**config.mk**
```make
export PLATFORM = sky130hd
export DESIGN_NAME = mdc_regs
export DESIGN_NICKNAME = d
export VERILOG_FILES = /design/src/logic/mdc_pkg.sv /design/src/logic/mdc_regs.sv /design/src/logic/mdc_lock_fsm.sv
export VERILOG_INCLUDE_DIRS = /design/src /design/src/logic
export SDC_FILE = /design/constraint.sdc
export NUM_CORES = 1
export LEC_CHECK = 0
export ABC_AREA = 1
export BUFFER_PORTS_ARGS = -buffer_cell sky130_fd_sc_hd__buf_2
export CAP_MARGIN = 20
export CORE_MARGIN = 1
export CORE_UTILIZATION = 54
export DETAILED_ROUTE_END_ITERATION = 12
export PLACE_DENSITY_LB_ADDON = 0.25
export REMOVE_ABC_BUFFERS = 1
export SYNTH_ARGS = -nofsm -noshare
export SYNTH_HDL_FRONTEND = slang
export SYNTH_SLANG_ARGS = --single-unit
```
**constraint.sdc**
```tcl
create_clock -name clock -period 2.5 [get_ports clock]
set_input_delay 0.25 -clock clock [delete_from_list [all_inputs] [get_ports clock]]
set_output_delay 0.25 -clock clock [all_outputs]
set_load 0.03 [all_outputs]
```
**src/logic/mdc_defines.svh**
```systemverilog
// Offsets, field positions, reset values and codes of the motor driver control registers
`ifndef MDC_DEFINES_SVH
`define MDC_DEFINES_SVH
`define MDC_OFS_LOCK      6'h03
`define MDC_OFS_DRIVE     6'h04
`define MDC_OFS_PROT      6'h05
`define MDC_RST_LOCK      8'h00
`define MDC_RST_DRIVE     8'h60
`define MDC_RST_PROT      8'h46
`define MDC_LOCK_CODE_UNL 3'h3
`define MDC_LOCK_CODE_LCK 3'h6
`define MDC_LOCK_MASK     8'h07
`define MDC_DRIVE_MASK    8'hfe
`define MDC_PROT_MASK     8'h7f
`define MDC_BIT_SDO       5
`define MDC_BIT_SLEW_HI   4
`define MDC_BIT_SLEW_LO   3
`define MDC_BIT_PWM_HI    2
`define MDC_BIT_PWM_LO    1
`define MDC_BIT_CLR       0
`define MDC_BIT_DUTY100   4
`define MDC_BIT_OVERVOLTAGE_THRESHOLD_SELECT   3
`define MDC_BIT_OVERVOLTAGE_PROTECT_ENABLE    2
`define MDC_BIT_THERMAL_WARNING_REPORT_ENABLE   0
`endif

```
**src/logic/mdc_pkg.sv**
```systemverilog
// Types shared by the motor driver control register bank
package mdc_pkg;
  // Slew rate selection
  typedef enum logic [1:0] {
    MDC_SLEW_25  = 2'h0,
    MDC_SLEW_50  = 2'h1,
    MDC_SLEW_125 = 2'h2,
    MDC_SLEW_200 = 2'h3
  } mdc_slew_e;
  // PWM input scheme
  typedef enum logic [1:0] {
    MDC_PWM_6X    = 2'h0,
    MDC_PWM_6X_CL = 2'h1,
    MDC_PWM_3X    = 2'h2,
    MDC_PWM_3X_CL = 2'h3
  } mdc_pwm_e;
  // Lock state machine, one-hot
  typedef enum logic [1:0] {
    MDC_ST_UNLOCKED = 2'b01,
    MDC_ST_LOCKED   = 2'b10
  } mdc_lock_e;
  // Register access request, write or read
  typedef struct packed {
    logic       wr;
    logic       rd;
    logic [5:0] addr;
    logic [7:0] wdata;
  } mdc_req_s;
  // Configuration seen by the driver core
  typedef struct packed {
    logic      serial_out_drive_select;
    mdc_slew_e slew;
    mdc_pwm_e  pwm_mode;
    logic      duty100_40k;
    logic      overvoltage_threshold_select;
    logic      overvoltage_protect_enable;
    logic      thermal_warning_report_enable;
  } mdc_cfg_s;
endpackage : mdc_pkg

```
**src/logic/mdc_regs.sv**
```systemverilog
// Control register bank of the three-phase motor driver
// Functional notes
// RULE1 - Code 011b in lock field unlocks registers
// RULE2 - Code 110b locks, later writes discarded
// RULE3 - Lock field stays writable while locked
// RULE4 - Other lock codes keep current state
// RULE5 - Bit5 selects serial output drive, reset 1
// RULE6 - Bits4-3 select slew rate
// RULE7 - Bits2-1 select PWM input scheme
// RULE8 - Writing 1 to bit0 clears faults
// RULE9 - Clear command bit self clears, reads 0
// RULE10 - Protection bit4 selects full duty frequency
// RULE11 - Protection bit3 selects overvoltage threshold
// RULE12 - Protection bit2 enables overvoltage, reset 1
// RULE13 - Protection bit0 reports thermal warning on fault pin
// RULE14 - Keyed fields change only with whole write
// RULE15 - Reset unlocked; discarded writes change nothing
`timescale 1ns/100ps
`include "mdc_defines.svh"
module mdc_regs
  import mdc_pkg::*;
(
  input  wire logic       clock,                // Logic clock, 50 MHz
  input  wire logic       rst,                  // Asynchronous reset, active high
  input  wire mdc_req_s   req,                  // Register access from the serial framer
  output logic     [7:0]  rdata,                // Read data, registered
  output logic            addr_valid,           // Address maps to this bank
  output logic            locked,               // Lock state
  output logic            fault_clear_command,  // One-cycle clear of latched faults
  output mdc_cfg_s        cfg,                  // Decoded configuration
  input  wire logic       thermal_warning,      // Over-temperature warning from sensor
  input  wire logic       other_fault,          // Other fault sources for the fault pin
  output logic            fault_pin_n,          // Active-low fault pin drive
  input  wire logic       sdo_data,             // Serial data bit to send
  input  wire logic       sdo_active,           // Serial output currently shifting
  output logic            sdo_out,              // Serial data output level
  output logic            sdo_oe                // Serial data output enable
);
  logic [7:0] lock_reg;    // Lock control register
  logic [7:0] lock_next;
  logic [7:0] drive_reg;   // Drive interface configuration
  logic [7:0] drive_next;
  logic [7:0] prot_reg;    // Protection configuration
  logic [7:0] prot_next;
  logic [7:0] rdata_reg;   // Read data holding register
  logic [7:0] rdata_next;
  logic       clr_reg;     // Clear pulse register
  logic       clr_next;
  logic       fault_reg;   // Fault pin state, high means fault
  logic       fault_next;
  logic       key_wr;      // Write to the lock register

  // Lock write strobe, always accepted
  // RULE3 - lock field always writable
  assign key_wr = req.wr && (req.addr == `MDC_OFS_LOCK);

  // Lock state machine
  mdc_lock_fsm u_lock (
    .clock  (clock),
    .rst    (rst),
    .key_wr (key_wr),
    .key    (req.wdata[2:0]),
    .locked (locked)
  );

  // Register next values
  always_comb begin
    lock_next  = lock_reg;
    drive_next = drive_reg;
    prot_next  = prot_reg;
    clr_next   = 1'b0;
    // RULE14 - whole keyed write only
    if (key_wr) begin
      lock_next = req.wdata & `MDC_LOCK_MASK;
    end
    // RULE15 - discard writes while locked
    if (req.wr && !locked && req.addr == `MDC_OFS_DRIVE) begin
      // RULE9 - clear bit never stored
      drive_next = req.wdata & `MDC_DRIVE_MASK;
      // RULE8 - one writes clear faults
      clr_next   = req.wdata[`MDC_BIT_CLR];
    end
    if (req.wr && !locked && req.addr == `MDC_OFS_PROT) begin
      prot_next = req.wdata & `MDC_PROT_MASK;
    end
  end

  // Register storage
  always_ff @(posedge clock or posedge rst) begin
    if (rst) begin
      lock_reg  <= `MDC_RST_LOCK;
      drive_reg <= `MDC_RST_DRIVE;
      prot_reg  <= `MDC_RST_PROT;
      clr_reg   <= 1'b0;
    end else begin
      lock_reg  <= lock_next;
      drive_reg <= drive_next;
      prot_reg  <= prot_next;
      clr_reg   <= clr_next;
    end
  end

  // Read mux, unmapped reads zero
  always_comb begin
    rdata_next = rdata_reg;
    addr_valid = 1'b0;
    case (req.addr)
      `MDC_OFS_LOCK: begin
        addr_valid = 1'b1;
      end
      `MDC_OFS_DRIVE: begin
        addr_valid = 1'b1;
      end
      `MDC_OFS_PROT: begin
        addr_valid = 1'b1;
      end
      default: begin
        addr_valid = 1'b0;
      end
    endcase
    if (req.rd) begin
      case (req.addr)
        `MDC_OFS_LOCK:  rdata_next = lock_reg;
        `MDC_OFS_DRIVE: rdata_next = drive_reg;
        `MDC_OFS_PROT:  rdata_next = prot_reg;
        default:        rdata_next = 8'h00;
      endcase
    end
  end

  // Fault pin combines sources
  always_comb begin
    // RULE13 - thermal warning gated
    fault_next = other_fault |
                 (thermal_warning & prot_reg[`MDC_BIT_THERMAL_WARNING_REPORT_ENABLE]);
  end

  // Read data and fault pin registers
  always_ff @(posedge clock or posedge rst) begin
    if (rst) begin
      rdata_reg <= 8'h00;
      fault_reg <= 1'b0;
    end else begin
      rdata_reg <= rdata_next;
      fault_reg <= fault_next;
    end
  end

  assign rdata               = rdata_reg;
  assign fault_clear_command = clr_reg;
  assign fault_pin_n         = ~fault_reg;

  // Configuration decode
  // RULE5 - serial drive select
  assign cfg.serial_out_drive_select       = drive_reg[`MDC_BIT_SDO];
  // RULE6 - slew rate field
  assign cfg.slew = mdc_slew_e'(drive_reg[`MDC_BIT_SLEW_HI:`MDC_BIT_SLEW_LO]);
  // RULE7 - PWM scheme field
  assign cfg.pwm_mode = mdc_pwm_e'(drive_reg[`MDC_BIT_PWM_HI:`MDC_BIT_PWM_LO]);
  // RULE10 - full duty frequency
  assign cfg.duty100_40k                   = prot_reg[`MDC_BIT_DUTY100];
  // RULE11 - overvoltage threshold
  assign cfg.overvoltage_threshold_select  = prot_reg[`MDC_BIT_OVERVOLTAGE_THRESHOLD_SELECT];
  // RULE12 - overvoltage enable
  assign cfg.overvoltage_protect_enable    = prot_reg[`MDC_BIT_OVERVOLTAGE_PROTECT_ENABLE];
  assign cfg.thermal_warning_report_enable = prot_reg[`MDC_BIT_THERMAL_WARNING_REPORT_ENABLE];

  // Serial output driver, open drain drives low only
  // RULE5 - open drain or push pull
  always_comb begin
    sdo_out = sdo_data;
    if (!sdo_active) begin
      sdo_oe = 1'b0;
    end else if (cfg.serial_out_drive_select) begin
      sdo_oe = 1'b1;
    end else begin
      sdo_out = 1'b0;
      sdo_oe  = !sdo_data;
    end
  end

  // RULE15 - locked writes discarded
  a_locked_hold: assert property (@(posedge clock) disable iff (rst) // RULE15
    (locked && req.wr && req.addr != `MDC_OFS_LOCK) |=> ($stable(drive_reg) && $stable(prot_reg)))
    else $error("register changed while locked");
  // RULE8 - clear pulse on write
  a_clear_pulse: assert property (@(posedge clock) disable iff (rst) // RULE8
    (req.wr && !locked && req.addr == `MDC_OFS_DRIVE && req.wdata[`MDC_BIT_CLR])
    |=> fault_clear_command ##1 (!fault_clear_command || $past(clr_next)))
    else $error("clear pulse wrong");
  // RULE15 - no clear while locked
  a_locked_noclr: assert property (@(posedge clock) disable iff (rst) // RULE15
    (locked && req.wr) |=> !fault_clear_command)
    else $error("clear issued while locked");
  // RULE9 - clear bit reads zero
  a_clear_reads0: assert property (@(posedge clock) disable iff (rst) // RULE9
    drive_reg[`MDC_BIT_CLR] == 1'b0)
    else $error("clear bit stored");
  // RULE3 - lock field write lands
  a_lock_field: assert property (@(posedge clock) disable iff (rst) // RULE3
    key_wr |=> lock_reg[2:0] == $past(req.wdata[2:0]))
    else $error("lock field not written");
  // RULE13 - thermal report gating
  a_otw_gate: assert property (@(posedge clock) disable iff (rst) // RULE13
    (!other_fault && thermal_warning && !prot_reg[`MDC_BIT_THERMAL_WARNING_REPORT_ENABLE]) |=> fault_pin_n)
    else $error("thermal warning reported while disabled");
  // RULE6 - unlocked drive write lands
  a_drive_write: assert property (@(posedge clock) disable iff (rst) // RULE6
    (req.wr && !locked && req.addr == `MDC_OFS_DRIVE)
    |=> drive_reg == ($past(req.wdata) & `MDC_DRIVE_MASK))
    else $error("drive write lost");
  // RULE12 - unlocked write takes effect
  a_prot_write: assert property (@(posedge clock) disable iff (rst) // RULE12
    (req.wr && !locked && req.addr == `MDC_OFS_PROT)
    |=> prot_reg == ($past(req.wdata) & `MDC_PROT_MASK))
    else $error("protection write lost");
  // RULE5 - idle line left undriven
  a_sdo_release: assert property (@(posedge clock) disable iff (rst) // RULE5
    !sdo_active |-> !sdo_oe)
    else $error("serial output driven while idle");
  // RULE5 - open drain pulls low only
  a_sdo_open_drain: assert property (@(posedge clock) disable iff (rst) // RULE5
    (sdo_oe && !cfg.serial_out_drive_select) |-> !sdo_out)
    else $error("open drain output driven high");
endmodule : mdc_regs

```
**src/logic/mdc_lock_fsm.sv**
```systemverilog
// Lock state machine for the keyed write protection
`timescale 1ns/100ps
`include "mdc_defines.svh"
module mdc_lock_fsm
  import mdc_pkg::*;
(
  input  wire logic       clock,   // Logic clock
  input  wire logic       rst,     // Asynchronous reset
  input  wire logic       key_wr,  // Keyed write to the lock field
  input  wire logic [2:0] key,     // Value written
  output logic            locked   // High while writes are discarded
);
  mdc_lock_e state_reg;   // Current state
  mdc_lock_e state_next;  // Next state

  // Next state from key code
  always_comb begin
    state_next = state_reg;
    case (state_reg)
      MDC_ST_UNLOCKED: begin
        // RULE2 - lock code locks
        if (key_wr && key == `MDC_LOCK_CODE_LCK) begin
          state_next = MDC_ST_LOCKED;
        end
      end
      MDC_ST_LOCKED: begin
        // RULE1 - unlock code unlocks
        if (key_wr && key == `MDC_LOCK_CODE_UNL) begin
          state_next = MDC_ST_UNLOCKED;
        end
      end
      default: begin
        state_next = MDC_ST_UNLOCKED;
      end
    endcase
  end

  // State register, unlocked at reset
  // RULE15 - reset to unlocked
  always_ff @(posedge clock or posedge rst) begin
    if (rst) begin
      state_reg <= MDC_ST_UNLOCKED;
    end else begin
      state_reg <= state_next;
    end
  end

  assign locked = (state_reg == MDC_ST_LOCKED);

  // RULE4 - other codes keep state
  a_other_keep: assert property (@(posedge clock) disable iff (rst) // RULE4
    (key_wr && key != `MDC_LOCK_CODE_UNL && key != `MDC_LOCK_CODE_LCK) |=> $stable(locked))
    else $error("lock state changed on neutral code");
  // RULE2 - lock code locks
  a_lock_sets: assert property (@(posedge clock) disable iff (rst) // RULE2
    (key_wr && key == `MDC_LOCK_CODE_LCK) |=> locked)
    else $error("lock code did not lock");
  // RULE1 - unlock code unlocks
  a_unlock_clears: assert property (@(posedge clock) disable iff (rst) // RULE1
    (key_wr && key == `MDC_LOCK_CODE_UNL) |=> !locked)
    else $error("unlock code did not unlock");
endmodule : mdc_lock_fsm

```
==> qor.csv <==
metric,value,unit
outcome,finished clean,
fmax,652,MHz
layout_common_cells,"68 x nand2_1, 44 x buf_2, 23 x dfrtp_1",
ant_nets,0,
dr.pass1.iters,4,
cts_sinks,29,
dp_hpwl,2230,µm
drt_iter0_drc,28,
area_delta_synth_final,18.4,%
cts_setup_buffers,0,
min_period,1.53,ns
gp_congestion,0.784,
final_util,69.1,%
holdPathStages,2,
cp-start-kind,flop,
fp-row-count,18,
min_from,other_fault,
dp.cells,240,
critPathArrivalTime,1.28,ns
synth_top_area_cell,dfrtp_1,
portBuffers,44,
clkTransAtPathRegs,0.09,ns
total_power,0.984,mW
slowest_delay,0.55,ns
worst_hold_slack,0.110,ns
tritoncts,done,
setup_slack,0.966,ns
holdPathEnd,fault_reg$_DFF_PP0_,
fin_setup_tns,0,ns
hp-class,input port to flop,
nNetsFinal,241,
synth-simple-area-share,34.7,%
grt_pass1_vias,1140,
postPlaceCellArea,1660,µm²
post-place-ws,1.07,ns
cpMaxStageDelayCell,dfstp_2,
grt_max_degree,29,
nFillCells,216,
reg2reg_to,drive_reg[2]$_DFFE_PP0P_,
muxShareOfSynthArea,0,%
synth_top_area_share,39.1,%
clk_latency,0.33,ns
syn_inst,176,
coreArea,2520,µm²
reg2reg_depth,5,
start_util,58.4,%
diodes,0,
r2r_slack,1.07,ns
crit_type,flop to primary output,
setup_violations,0,
worstPathRequired,2.25,ns
synth_top_family_by_area,simple AND/OR/NAND/NOR gates,
rsz0062_at_grt,false,
grt_usage,23.8,%
powerDensity,564,nW/µm²
finClkSkew,0.0120,ns
fin_cells,250,
drive_gt1_share,33.2,%
largest_register_ffs,8,
worst-path-max-fanout,3,
synth_xor_area_share,0,%
die_h,54.2,µm
antenna_found_initial,0,
grt_pass1_wl,4710,µm
reg2reg_from,u_lock.state_reg[0]$_DFFE_PP1P_,
ios,45,
chipWidth,54.2,µm
drc,0,
endpoint_kind,primary output,
finalInstanceArea,1740,µm²
ir_worst_vdd,0.000422,V
p_leak,1.04,nW
wl_per_cell,12.1,µm
vias,1277,
tightest_slew,0.494,ns
finalHoldViolCount,0,
via_per_inst,5.11,
synthAdderAreaFrac,0,%
ys_ff_latch,29,
yosysUniqueCellTypes,23,
final_common_cell,nand2_1,
die_area,2940,µm²
synth_area,1470,µm²
cts_made_buffers,5,
avgSynthCellArea,8.37,µm²
synth_compound_area_share,5.86,%
yosys_warnings,0,
post-route-period-util,61.4,%
cts-root-buf,clkbuf_4,
cap_violations,0,
slew_headroom,67.0,%
grt-ovfl-total,0,
h-tree-depth,2,
path_cells,"inv_1, a21boi_0, buf_2",
routed_wl,3040,µm
yosys-top-cells-area,"dfrtp_1 39%, nand2_1 17%, dfstp_2 11%",
seq_area_frac_synth,49.8,%
drv_slew,0,
clock_path_buffers,2,
## worst max-delay path, delay by kind of cell, from the launching register on
kind	cells	cell delay (ns)
DFF	1	0.55
buffers and inverters	2	0.28
AOI/OAI and AO/OA	1	0.14
## cell usage after synthesis (all sizes together)
cell type  instances
dfstp              6
a21boi             2
nand2             73
buf               10
o21ai              8
dfrtp             23
nand3             15
nor2              12
a21oi              1
nor3               2
a21o               1
inv               16
nand4              5
clkbuf             1
o31ai              1
## logic make-up after synthesis
group | Yosys count
AOI/OAI and AO/OA | 13
and+or+nand+nor | 107
buffers and inverters | 27
DFF | 29
## metal layers
metal / GRT usage [%] / vias to the layer above / part of all wire, %
li1: - / 638 / -
met1: 25.5 / 585 / 41
met2: 40.2 / 48 / 51
met3: 8.61 / 6 / 6.4
met4: 13.7 / 0 / 1.7
met5: 0 / - / 0
## power breakdown
| group | internal [mW] | switching, mW |
|---|---|---|
| Combinational | 0.0600 | 0.123 |
| Clock | 0.107 | 0.152 |
| Sequential | 0.515 | 0.0272 |
| Total | 0.681 | 0.303 |
## final cells by class
cell class | count | area [µm²] | area share, %
Clock buffer | 6 | 41.3 | 2.37
Clock inverter | 2 | 10.0 | 0.574
Inverter | 16 | 60.1 | 3.44
Multi-Input combinational cell | 120 | 597 | 34.2
Sequential cell | 29 | 733 | 42.0
Tap cell | 30 | 37.5 | 2.15
Timing Repair Buffer | 47 | 265 | 15.2
## worst max path at each step
stage	from	to	cells after the start
after floorplan	drive_reg[5]$_DFFE_PP1P_	sdo_oe	2
after global placement	u_lock.state_reg[0]$_DFFE_PP1P_	drive_reg[1]$_DFFE_PP0P_	5
after detailed placement	u_lock.state_reg[0]$_DFFE_PP1P_	drive_reg[2]$_DFFE_PP0P_	5
after CTS	drive_reg[5]$_DFFE_PP1P_	sdo_oe	3
after global routing	drive_reg[5]$_DFFE_PP1P_	sdo_oe	3
final	drive_reg[5]$_DFFE_PP1P_	sdo_oe	3
## what timing repair did
action                    CTS  global route
hold buffers                0             1
hold endpoints to repair    0             2
gates resized for setup     0             0
Note: power is estimated with default switching activity, not from simulation.
